File: config.mk
export PLATFORM = sky130hd
export DESIGN_NAME = ppd_port_ctrl
export DESIGN_NICKNAME = d
export VERILOG_FILES = /design/src/hdl/ppd_pkg.sv /design/src/hdl/ppd_port_ctrl.sv
export VERILOG_INCLUDE_DIRS = /design/src /design/src/hdl
export SDC_FILE = /design/constraint.sdc
export NUM_CORES = 1
export LEC_CHECK = 0
export ABC_AREA = 1
export BUFFER_PORTS_ARGS = -buffer_cell sky130_fd_sc_hd__buf_2
export CORE_ASPECT_RATIO = 2
export CORE_MARGIN = 5
export CORE_UTILIZATION = 49
export DETAILED_ROUTE_END_ITERATION = 10
export PLACE_DENSITY_LB_ADDON = 0.1
export SYNTH_ARGS = -nofsm -noshare
export SYNTH_HDL_FRONTEND = slang
export SYNTH_SLANG_ARGS = --single-unit
File: constraint.sdc
create_clock -name clock -period 3.5 [get_ports clock]
set_input_delay 0.175 -clock clock [delete_from_list [all_inputs] [get_ports clock]]
set_output_delay 0.175 -clock clock [all_outputs]
set_load 0.1 [all_outputs]
File: src/hdl/ppd_consts.svh
/*
 Offsets, field positions, masks and reset values of the port pin control block.
 Assumes an 8-bit register port with byte offsets.
*/
`ifndef PPD_CONSTS_SVH
`define PPD_CONSTS_SVH

`define PPD_OFF_PA_ADDR 8'h02
`define PPD_OFF_PB_ADDR 8'h03
`define PPD_OFF_PA_DRV 8'h08
`define PPD_OFF_PB_DRV 8'h09
`define PPD_OFF_PA_OE 8'h0c
`define PPD_OFF_PB_OE 8'h0d
`define PPD_OFF_PC_DRV 8'h16
`define PPD_OFF_PC_OE 8'h1a
`define PPD_OFF_MAP_CTRL 8'h2c
`define PPD_MAP_PIO_BIT 7
`define PPD_REG_RESET 8'h00
`define PPD_OD_MASK 8'hf0
`define PPD_SLEW_MASK 8'h0f
`define PPD_PC_GEN_MASK 8'h9c
`define PPD_PC_JTAG_MASK 8'h63
`define PPD_PC_ISP_STAT_BIT 3
`define PPD_PC_ISP_ERR_BIT 4

`endif

File: src/hdl/ppd_pkg.sv
/*
 Types shared by the port pin control block.
 Assumes the constants header is included by users that need numbers.
*/
package ppd_pkg;

   typedef struct packed {
      logic [7:0] out;
      logic [7:0] oe;
   } ppd_drive_t;

   typedef struct packed {
      logic [7:0] addr;
      logic [7:0] wdata;
      logic we;
      logic re;
   } ppd_bus_req_t;

endpackage

File: src/hdl/ppd_port_ctrl.sv
/*
 Port pin control: latched address out, peripheral data repeater, JTAG pins,
 drive type selection and output enable readback.
 Assumes one clock, core signals synchronous to it, pins resolved outside.
*/
// Design decision made here: strobed register access.
// Function
// - Secondary address select bit 1 drives latched address bit; 0 keeps I/O.
// - Low or high byte on secondary port; byte choice fixed by parameter.
// - Primary address select register at 02h, bit n gives An on pin n.
// - Latched address captured from multiplexed bus on address latch strobe.
// - Repeater carries D0-D7 only, direction from core read and write strobes.
// - Repeater active only when either of two ORed peripheral selects hits.
// - Peripheral selects qualified with program store strobe high.
// - Repeater enabled by bit 7 of memory mapping control register.
// - Range compare includes page number when paging is used.
// - Peripheral I/O designation moves all eight primary pins together.
// - Designated primary port serves no other function.
// - Four boundary scan pins on third port are JTAG only.
// - Two optional third-port pins carry ISP status and error.
// - Drive types writable at run time, default push-pull normal slew.
// - Primary/secondary drive bits 7-4 open drain, bits 3-0 fast slew.
// - Third-port drive has open drain on bits 7,4,3,2 only.
// - Address select and drive registers reset to zero.
// - Enable readback returns each primary/secondary pin's final output enable at any time; third port bits 7,4,3,2 only.
// - Final enable from product term, direction or repeater (primary only).
`include "ppd_consts.svh"
`timescale 1ns/1ps
`default_nettype none

module ppd_port_ctrl #(
   parameter logic PRIMARY_PIO = 1'b0,
   parameter logic SEC_HIGH_BYTE = 1'b0,
   parameter logic ISP_STATUS_PINS = 1'b0,
   parameter logic USE_PAGING = 1'b0,
   parameter logic [15:0] SEL0_BASE = 16'h8000,
   parameter logic [15:0] SEL0_LIMIT = 16'h80ff,
   parameter logic [7:0] SEL0_PAGE = 8'h00,
   parameter logic [15:0] SEL1_BASE = 16'hffff,
   parameter logic [15:0] SEL1_LIMIT = 16'h0000,
   parameter logic [7:0] SEL1_PAGE = 8'h00
) (
   input wire logic clock,
   input wire logic rst_n,
   input wire ppd_pkg::ppd_bus_req_t busReq,
   output logic [7:0] regRdata,
   input wire logic ale,
   input wire logic [15:0] adBus,
   input wire logic [7:0] pageNum,
   input wire logic programStoreStrobeN,
   input wire logic rdN,
   input wire logic wrN,
   input wire logic [7:0] coreDataOut,
   output logic [7:0] coreDataIn,
   output logic coreDataValid,
   input wire logic [7:0] otherOutA,
   input wire logic [7:0] otherOeA,
   input wire logic [7:0] otherOutB,
   input wire logic [7:0] otherOeB,
   input wire logic [7:0] otherOutC,
   input wire logic [7:0] otherOeC,
   input wire logic [7:0] jtagOutC,
   input wire logic [7:0] jtagOeC,
   input wire logic ispStatus,
   input wire logic ispError,
   input wire logic [7:0] pinAIn,
   output ppd_pkg::ppd_drive_t pinA,
   output ppd_pkg::ppd_drive_t pinB,
   output ppd_pkg::ppd_drive_t pinC,
   output logic [3:0] slewFastA,
   output logic [3:0] slewFastB
);
   import ppd_pkg::*;

   logic [7:0] addrSelA_q;
   logic [7:0] addrSelB_q;
   logic [7:0] driveA_q;
   logic [7:0] driveB_q;
   logic [7:0] driveC_q;
   logic pioEn_q;
   logic [15:0] latchedAddr_q;
   logic [7:0] regRdata_q;
   logic [7:0] coreDataIn_q;
   logic coreDataValid_q;
   ppd_drive_t pinA_q;
   ppd_drive_t pinB_q;
   ppd_drive_t pinC_q;

   // Address window test, page compared only when paging is used
   function automatic logic inRange(input logic [15:0] addr, input logic [7:0] page,
                                    input logic [15:0] base, input logic [15:0] limit,
                                    input logic [7:0] selPage);
      inRange = (addr >= base) && (addr <= limit) && (!USE_PAGING || page == selPage);
   endfunction

   // Open drain pins release instead of driving high
   function automatic ppd_drive_t applyOd(input logic [7:0] out, input logic [7:0] oe,
                                          input logic [7:0] od);
      applyOd.out = out;
      applyOd.oe = oe & ~(od & out);
   endfunction

   wire logic wrA = busReq.we && busReq.addr == `PPD_OFF_PA_ADDR;
   wire logic wrB = busReq.we && busReq.addr == `PPD_OFF_PB_ADDR;
   wire logic wrDrvA = busReq.we && busReq.addr == `PPD_OFF_PA_DRV;
   wire logic wrDrvB = busReq.we && busReq.addr == `PPD_OFF_PB_DRV;
   wire logic wrDrvC = busReq.we && busReq.addr == `PPD_OFF_PC_DRV;
   wire logic wrMap = busReq.we && busReq.addr == `PPD_OFF_MAP_CTRL;

   wire logic periphSelectZero = programStoreStrobeN &&
      inRange(latchedAddr_q, pageNum, SEL0_BASE, SEL0_LIMIT, SEL0_PAGE);
   wire logic periphSelectOne = programStoreStrobeN &&
      inRange(latchedAddr_q, pageNum, SEL1_BASE, SEL1_LIMIT, SEL1_PAGE);
   wire logic repActive = PRIMARY_PIO && pioEn_q && (periphSelectZero || periphSelectOne);
   wire logic repWrite = repActive && !wrN;
   wire logic repRead = repActive && !rdN;

   wire logic [7:0] secAddr = SEC_HIGH_BYTE ? latchedAddr_q[15:8] : latchedAddr_q[7:0];

   wire logic [7:0] nextOutB = (addrSelB_q & secAddr) | (~addrSelB_q & otherOutB);
   wire logic [7:0] nextOeB = addrSelB_q | otherOeB;

   wire logic [7:0] genOutA = (addrSelA_q & latchedAddr_q[7:0]) | (~addrSelA_q & otherOutA);
   wire logic [7:0] genOeA = addrSelA_q | otherOeA;
   wire logic [7:0] nextOutA = PRIMARY_PIO ? coreDataOut : genOutA;
   wire logic [7:0] nextOeA = PRIMARY_PIO ? {8{repWrite}} : genOeA;

   wire logic [7:0] ispOut = {3'h0, ispError, ispStatus, 3'h0};
   wire logic [7:0] ispMask = ISP_STATUS_PINS ? 8'h18 : 8'h00;
   wire logic [7:0] genMaskC = `PPD_PC_GEN_MASK & ~ispMask;
   wire logic [7:0] nextOutC = (jtagOutC & `PPD_PC_JTAG_MASK) | (ispOut & ispMask) |
      (otherOutC & genMaskC);
   wire logic [7:0] nextOeC = (jtagOeC & `PPD_PC_JTAG_MASK) | ispMask | (otherOeC & genMaskC);

   wire ppd_drive_t finalA = applyOd(nextOutA, nextOeA, driveA_q & `PPD_OD_MASK);
   wire ppd_drive_t finalB = applyOd(nextOutB, nextOeB, driveB_q & `PPD_OD_MASK);
   wire ppd_drive_t finalC = applyOd(nextOutC, nextOeC, driveC_q);

   wire logic [7:0] rdMux =
      (busReq.addr == `PPD_OFF_PA_ADDR) ? addrSelA_q :
      (busReq.addr == `PPD_OFF_PB_ADDR) ? addrSelB_q :
      (busReq.addr == `PPD_OFF_PA_DRV) ? driveA_q :
      (busReq.addr == `PPD_OFF_PB_DRV) ? driveB_q :
      (busReq.addr == `PPD_OFF_PC_DRV) ? driveC_q :
      (busReq.addr == `PPD_OFF_PA_OE) ? pinA_q.oe :
      (busReq.addr == `PPD_OFF_PB_OE) ? pinB_q.oe :
      (busReq.addr == `PPD_OFF_PC_OE) ? (pinC_q.oe & `PPD_PC_GEN_MASK) :
      (busReq.addr == `PPD_OFF_MAP_CTRL) ? {pioEn_q, 7'h00} : 8'h00;

   always_ff @(posedge clock) begin
      if (!rst_n) begin
         addrSelA_q <= `PPD_REG_RESET;
         addrSelB_q <= `PPD_REG_RESET;
         driveA_q <= `PPD_REG_RESET;
         driveB_q <= `PPD_REG_RESET;
         driveC_q <= `PPD_REG_RESET;
         pioEn_q <= 1'b0;
      end else begin
         if (wrA) begin
            addrSelA_q <= busReq.wdata;
         end
         if (wrB) begin
            addrSelB_q <= busReq.wdata;
         end
         if (wrDrvA) begin
            driveA_q <= busReq.wdata;
         end
         if (wrDrvB) begin
            driveB_q <= busReq.wdata;
         end
         if (wrDrvC) begin
            driveC_q <= busReq.wdata & `PPD_PC_GEN_MASK;
         end
         if (wrMap) begin
            pioEn_q <= busReq.wdata[`PPD_MAP_PIO_BIT];
         end
      end
   end

   always_ff @(posedge clock) begin
      if (!rst_n) begin
         latchedAddr_q <= 16'h0000;
      end else if (ale) begin
         latchedAddr_q <= adBus;
      end
   end

   always_ff @(posedge clock) begin
      if (!rst_n) begin
         regRdata_q <= 8'h00;
      end else begin
         regRdata_q <= busReq.re ? rdMux : 8'h00;
      end
   end

   always_ff @(posedge clock) begin
      if (!rst_n) begin
         coreDataIn_q <= 8'h00;
         coreDataValid_q <= 1'b0;
      end else begin
         coreDataIn_q <= repRead ? pinAIn : 8'h00;
         coreDataValid_q <= repRead;
      end
   end

   always_ff @(posedge clock) begin
      if (!rst_n) begin
         pinA_q <= '0;
         pinB_q <= '0;
         pinC_q <= '0;
      end else begin
         pinA_q <= finalA;
         pinB_q <= finalB;
         pinC_q <= finalC;
      end
   end

   assign regRdata = regRdata_q;
   assign coreDataIn = coreDataIn_q;
   assign coreDataValid = coreDataValid_q;
   assign pinA = pinA_q;
   assign pinB = pinB_q;
   assign pinC = pinC_q;
   assign slewFastA = driveA_q[3:0];
   assign slewFastB = driveB_q[3:0];
endmodule

`default_nettype wire

==> flow_metrics.py, run 1 <==
metrics = {
    "status": {
        "outcome": "complete, no violations",
    },
    "placed_design": {
        "dp_hpwl_um": 8750,
        "placed_cells": 748,
        "pre_cts_slack_ns": 1.45,
        "io_buffers": 140,
        "gp_congestion": 0.818,
    },
    "finish": {
        "nets": 793,
        "stdcell_count": 763,
        "area_growth_pct": 24.7,
        "diodes": 0,
        "layout.cells.most_common": "buf_2",
        "drive_gt1_share_pct": 25.0,
        "final_cell_mix": "buf_2, nor2_1, dfxtp_1",
        "final_core_util_pct": 62.6,
    },
    "worst_setup_path": {
        "cp_common_cell": "nand2_1",
        "ff2ff_path_depth": 3,
        "critPathLaunchType": "input port",
        "critical_path.top_delay_family": "simple AND/OR/NAND/NOR gates",
        "worstSetupEndpointType": "register",
        "worst-path-max-fanout": 14,
        "path_class": "input port to register",
        "rrSetupSlack_ns": 2.56,
        "reg2reg_to": "pinB[5]$_SDFF_PN0_",
        "critPathRequiredTime_ns": 3.72,
        "critPathMaxStageDelay_ns": 0.39,
        "critPathArrivalTime_ns": 1.93,
        "crit_buf_inv": 4,
        "crit_chain": "buf_2 > inv_1 > nand2_1 > nor2_1 > buf_4 > nand2_1 > inv_1 > nand2_1 > o21ai_0 > a21oi_1",
        "r2r-start": "addrSelB_q[5]$_SDFFE_PN0P_",
        "worst_path_max_delay_cell": "nand2_1",
    },
    "drt": {
        "m1WireLength_um": 4260,
        "via_count": 3912,
        "ant_nets": 0,
        "vias_per_cell": 5.13,
        "wl_um": 11700,
        "route.met2.wl_um": 6200,
        "wl_per_cell_um": 15.3,
        "drt-initial-drc-count": 218,
        "drcViolationCount": 0,
        "firstDrtPassIters": 5,
        "top_layer_used": "met4",
        "wl_met3_um": 870,
    },
    "pwr": {
        "power.leakage_uw": 0.00251,
        "powerDensity_nw_per_um2": 542,
        "ir_drop_mv": 0.322,
    },
    "hold_path": {
        "min_path_cells": 3,
        "hold-path-endpoint": "pinC[6]$_SDFF_PN0_",
        "holdCritStartpoint": "jtagOeC[6]",
        "hold_path_class": "input port to register",
    },
    "yosys": {
        "synth_fa_ha_area_share_pct": 0,
        "synth.cell_area_um2": 3980,
        "synthTopCellsByArea": "dfxtp_1, nor2_1, o21ai_0, nand2_1, a21oi_1",
        "synth_top_family_by_area": "simple AND/OR/NAND/NOR gates",
        "synth_xor_xnor_area_share_pct": 0,
        "muxShareOfSynthArea_pct": 0,
        "syn_avg_cell_area_um2": 7.45,
        "syn_inst": 535,
        "yosys.area_share.simple_pct": 23.2,
        "ys_warn_count": 0,
        "yosys.area.top_type": "dfxtp_1",
        "synth_seq_cells": 101,
        "synthDominantCellAreaShare_pct": 50.8,
        "synth-compound-area-share_pct": 14.9,
        "post_synth_num_cell_types": 27,
        "yosysSeqAreaShare_pct": 50.8,
    },
    "run": {
        "drv_cap": 0,
    },
    "timing": {
        "hold_viol": 0,
        "setup-violations-final": 0,
        "fmax_ghz": 0.584,
        "clock_skew_ns": 0.00588,
        "slew_headroom_pct": 44.3,
        "grt_setup_unrepaired": "false",
        "worst_pin_slew_ns": 0.831,
        "setup_tns_ns": 0,
        "maxSlewViolCount": 0,
        "fin_crit_ns": 1.71,
        "worst_slack_ns": 1.79,
        "fin_crit_sh_pct": 48.9,
    },
    "global_routing": {
        "grt_pass1_vias": 3815,
        "grt_first_pass_wirelength_um": 17900,
        "grt-ovfl-total": 0,
        "grt_max_degree": 36,
        "antenna_found_initial": 0,
        "grt_use_total_pct": 23.2,
    },
    "clocking": {
        "ctsResizeCount": 0,
        "cts_buffer_depth": 2,
        "ctsHoldBuffers": 0,
        "cts_tree": "done",
        "clk_latency_ns": 0.35,
        "clk_pin_slew_ns": 0.06,
        "cts_max_level": 3,
        "clockRootBuffer": "clkbuf_16",
        "cts_sinks": 101,
        "cts-buffers-inserted": 9,
        "post_cts_buffers": 0,
    },
    "floorplan": {
        "die_w_um": 73.8,
        "die_area_um2": 10100,
        "coreArea_um2": 7940,
        "initial_utilization_pct": 50.2,
        "die_y_um": 138,
        "io_pins": 203,
        "row_count": 46,
    },
}
==> metrics by stage <==
stage	power [µW]	hold slack, ns	cell area [µm²]
floorplan	1560	0.266	4010
global placement	1660	0.361	4650
detailed placement	1660	0.362	4650
CTS	2700	0.0132	4970
global route	2770	0.0238	4970
finish	2690	0.0114	4970
==> worst max path at each step <==
stage / startpoint / endpoint / slack (ns) / cells past startpoint
6_report: busReq[16] / driveB_q[2]$_SDFFE_PN0P_ / 1.79 / 10
5_1_grt: busReq[15] / driveB_q[5]$_SDFFE_PN0P_ / 1.60 / 10
4_1_cts: busReq[16] / driveB_q[2]$_SDFFE_PN0P_ / 1.81 / 10
3_5_place_dp: busReq[16] / driveB_q[7]$_SDFFE_PN0P_ / 1.45 / 10
3_3_place_gp: busReq[16] / driveB_q[5]$_SDFFE_PN0P_ / 1.49 / 10
2_1_floorplan: pinB[7]$_SDFF_PN0_ / regRdata[7]$_SDFF_PN0_ / 2.06 / 6
==> power by group <==
group	switching [µW]	leakage (µW)	internal, µW
registers	14.8	0.000829	1190
logic	357	0.00153	75.8
clock network	416	0.000152	641
==> cell families after synthesis <==
group	count (synthesis)
other	1
AOI/OAI and AO/OA	114
buffers and inverters	96
and+or+nand+nor	223
DFF	101
==> routing by layer <==
| metal | track usage (%) | up-vias |
|---|---|---|
| met2 | 42.8 | 166 |
| met1 | 24.4 | 1776 |
| met4 | 11.4 | 0 |
| met3 | 3.80 | 26 |
| met5 | 0 | - |
| li1 | - | 1944 |
==> synthesized netlist by cell type, drive strengths merged <==
cell,count
o21bai,1
conb,1
o22ai,8
nand4,1
or2,1
clkbuf,10
dfxtp,101
nor3,14
nand2,68
inv,61
o211ai,2
and3,1
nand3,29
a21oi,44
nor2,109
buf,24
clkinv,1
o21ai,59
==> worst reg2reg max path, delay by kind of cell (launching register included) <==
family           cells  cell delay [ns]
AO/OA/AOI/OAI        2             0.42
AND/OR/NAND/NOR      1             0.09
flip-flops           1             0.37
==> area by class of cell <==
type | count | area, µm²
Sequential cell | 101 | 2020
Timing Repair Buffer | 143 | 723
Tap cell | 96 | 120
Fill cell | 766 | 2970
Clock inverter | 4 | 72.6
Inverter | 62 | 233
Clock buffer | 11 | 243
Multi-Input combinational cell | 346 | 1560
==> flip-flops by register name, summed over array words and instances, names as in the netlist <==
signal	cells
pinA	16
pinB	16
pinC	16
addrSelA_q	8
addrSelB_q	8
driveA_q	8
driveB_q	8
latchedAddr_q	8
regRdata	8
driveC_q	4
pioEn_q	1
Note: power is estimated with default switching activity, not from simulation.
==> run 2: changes to the inputs <==
ABC_AREA = 0   (was 1)
CORE_UTILIZATION = 42   (was 49)
clock period = 1.4 ns   (was 3.5 ns; I/O delays follow)
==> run 2 against run 1 <==
Compared with the run above: area after synthesis rose by 7.1%; non-clock buffer count rose by 73; via count fell by 7.8%; combinational power rose to 2.9 times the previous value; clock skew barely moved; total power rose by 140%; synthesized cell count fell by 24%; cell area rose by 20%; first-iteration DRC count fell by 44%; wire length rose by 1.3%; setup slack got worse by 1.7 ns; largest cell class unchanged.
==> flow_metrics.py, run 2 <==
metrics = {
    "status": {
        "outcome": "complete, no violations",
    },
    "worst_setup_path": {
        "critical_path.top_delay_family": "simple AND/OR/NAND/NOR gates",
        "crit_buf_inv": 2,
        "path_class": "input port to register",
        "critPathMaxStageDelay_ns": 0.49,
        "worstSetupEndpointType": "register",
        "worst-path-max-fanout": 8,
        "worst_path_max_delay_cell": "or4b_1",
        "crit_chain": "buf_2 > or3b_1 > or4b_1 > buf_4 > mux2i_1 > nor2b_1",
        "critPathLaunchType": "input port",
        "critPathRequiredTime_ns": 1.63,
        "critPathArrivalTime_ns": 1.52,
    },
    "yosys": {
        "syn_avg_cell_area_um2": 10.6,
        "async_flop_share_pct": 0,
        "yosys-top-cells-count": "dfxtp_1, nor2b_1, mux2i_1",
        "synthDominantCellAreaShare_pct": 47.4,
        "synthTopCellsByArea": "dfxtp_1, mux2i_1, nor2b_1, buf_4, and2_1",
        "yosys_most_used_dff": "dfxtp_1",
        "post_synth_num_cell_types": 48,
        "synth_most_common_cell": "dfxtp_1",
        "syn_inst": 404,
        "ys_warn_count": 0,
        "synth-edff-count": 0,
        "yosys.area.top_type": "dfxtp_1",
        "yosysSeqAreaShare_pct": 47.4,
        "synth_seq_cells": 101,
        "synth.cell_area_um2": 4270,
    },
    "global_routing": {
        "grt_use_total_pct": 19.5,
        "grt_first_pass_wirelength_um": 18500,
        "grt_max_degree": 94,
        "antenna_found_initial": 0,
        "grt_pass1_vias": 3635,
        "grt-ovfl-total": 0,
    },
    "floorplan": {
        "io_pins": 203,
        "die_area_um2": 12400,
        "initial_utilization_pct": 42.6,
        "coreArea_um2": 10000,
        "row_count": 52,
        "die_y_um": 153,
        "die_w_um": 81.3,
    },
    "clocking": {
        "cts_sinks": 101,
        "cts_max_level": 3,
        "cts-buffers-inserted": 9,
        "clk_pin_slew_ns": 0.07,
        "clockRootBuffer": "clkbuf_16",
        "clk_latency_ns": 0.34,
        "cts_tree": "done",
        "cts_buffer_depth": 2,
    },
    "drt": {
        "firstDrtPassIters": 4,
        "wl_per_cell_um": 16.0,
        "wl_um": 11800,
        "drcViolationCount": 0,
        "vias_per_cell": 4.87,
        "ant_nets": 0,
        "via_count": 3606,
        "drt-initial-drc-count": 121,
    },
    "finish": {
        "final_cell_mix": "buf_2, dfxtp_1, nor2b_1",
        "drive_gt1_share_pct": 37.5,
        "fin_area_um2": 5950,
        "diodes": 0,
        "ff_latch_area_um2": 2050,
        "nFillCells": 940,
        "multi_input_area_um2": 2050,
        "nets": 731,
        "final_core_util_pct": 59.4,
        "area_growth_pct": 39.5,
        "layout.cells.most_common": "buf_2",
    },
    "timing": {
        "maxSlewViolCount": 0,
        "fmax_ghz": 0.770,
        "hold_viol": 0,
        "fin_crit_ns": 1.30,
        "clock_skew_ns": 0.00627,
        "fin_crit_sh_pct": 92.7,
        "setup_tns_ns": 0,
        "grt_setup_unrepaired": "false",
        "fin_hold_ws_ns": 0.00804,
        "setup-violations-final": 0,
    },
    "run": {
        "drv_cap": 0,
    },
    "placed_design": {
        "io_buffers": 140,
        "gp_congestion": 0.764,
        "dpl-instance-area_um2": 5280,
        "dp_hpwl_um": 8950,
    },
    "pwr": {
        "ir_drop_mv": 0.720,
        "power.leakage_uw": 0.00270,
        "powerDensity_nw_per_um2": 1090,
    },
    "hold_path": {
        "hold_path_class": "input port to register",
    },
}
[run 2: cell type report]
type                       instances  area share, %
clock inverter                     7          0.547
sequential                       101           34.5
timing repair buffer             216           23.5
clock buffer                       9           3.78
multi-input combinational        265           34.4
tap                              135           2.84
inverter                           8          0.505
[run 2: cell families (layout without fill, tap and decap cells)]
family	after synthesis	after routing	share of synthesized area [%]
AOI/OAI and AO/OA	50	50	9.29
xor gates and xnor gates	1	1	0.205
buffers and inverters	46	240	5.95
DFF	101	101	47.4
muxes	70	70	17.6
other	1	9	0.0879
and+or+nand+nor	135	135	19.5
[run 2: path summary, 6_finish.rpt]
path	from	end	slack, ns	depth (start not counted)
hold reg to reg	driveB_q[7]$_SDFFE_PN0P_	pinB[7]$_SDFF_PN0_	0.51	1
hold / removal	otherOeA[4]	pinA[4]$_SDFF_PN0_	0.008	2
setup / recovery	busReq[14]	driveA_q[0]$_SDFFE_PN0P_	0.10	6
setup reg to reg	pioEn_q$_SDFFE_PN0P_	regRdata[7]$_SDFF_PN0_	0.21	5
[run 2: report_power, final]
part	internal, µW	switching (µW)	total (µW)
Combinational	364	907	1270
Sequential	2970	39.3	3000
Clock	1170	1040	2210
Total	4500	1980	6490
[run 2: per-stage QoR]
stage / worst slack [ns] / std cells / total power (µW)
after floorplan: -0.228 / 412 / 3970
after global placement: -0.242 / 684 / 4250
after detailed placement: -0.273 / 684 / 4250
after CTS: 0.0818 / 741 / 6560
after global routing: 0.0103 / 741 / 6730
final: 0.102 / 741 / 6490
[run 2: per-layer routing]
layer / wire length, µm / share of wire (%) / vias to the layer above / track usage [%]
met3: 552 / 4.7 / 17 / 3.02
met1: 4250 / 36 / 1710 / 20.2
li1: - / - / 1781 / -
met4: 249 / 2.1 / 0 / 8.06
met2: 6790 / 57 / 98 / 36.8
met5: 0 / 0 / - / 0
[run 2: repair_timing]
item | 4_1_cts | 5_1_grt
buffers inserted | 0 | 0
setup endpoints to repair | 0 | 3
endpoints found under the hold margin | 41 | 0
resized for setup | 0 | 2
hold buffers | 41 | 0
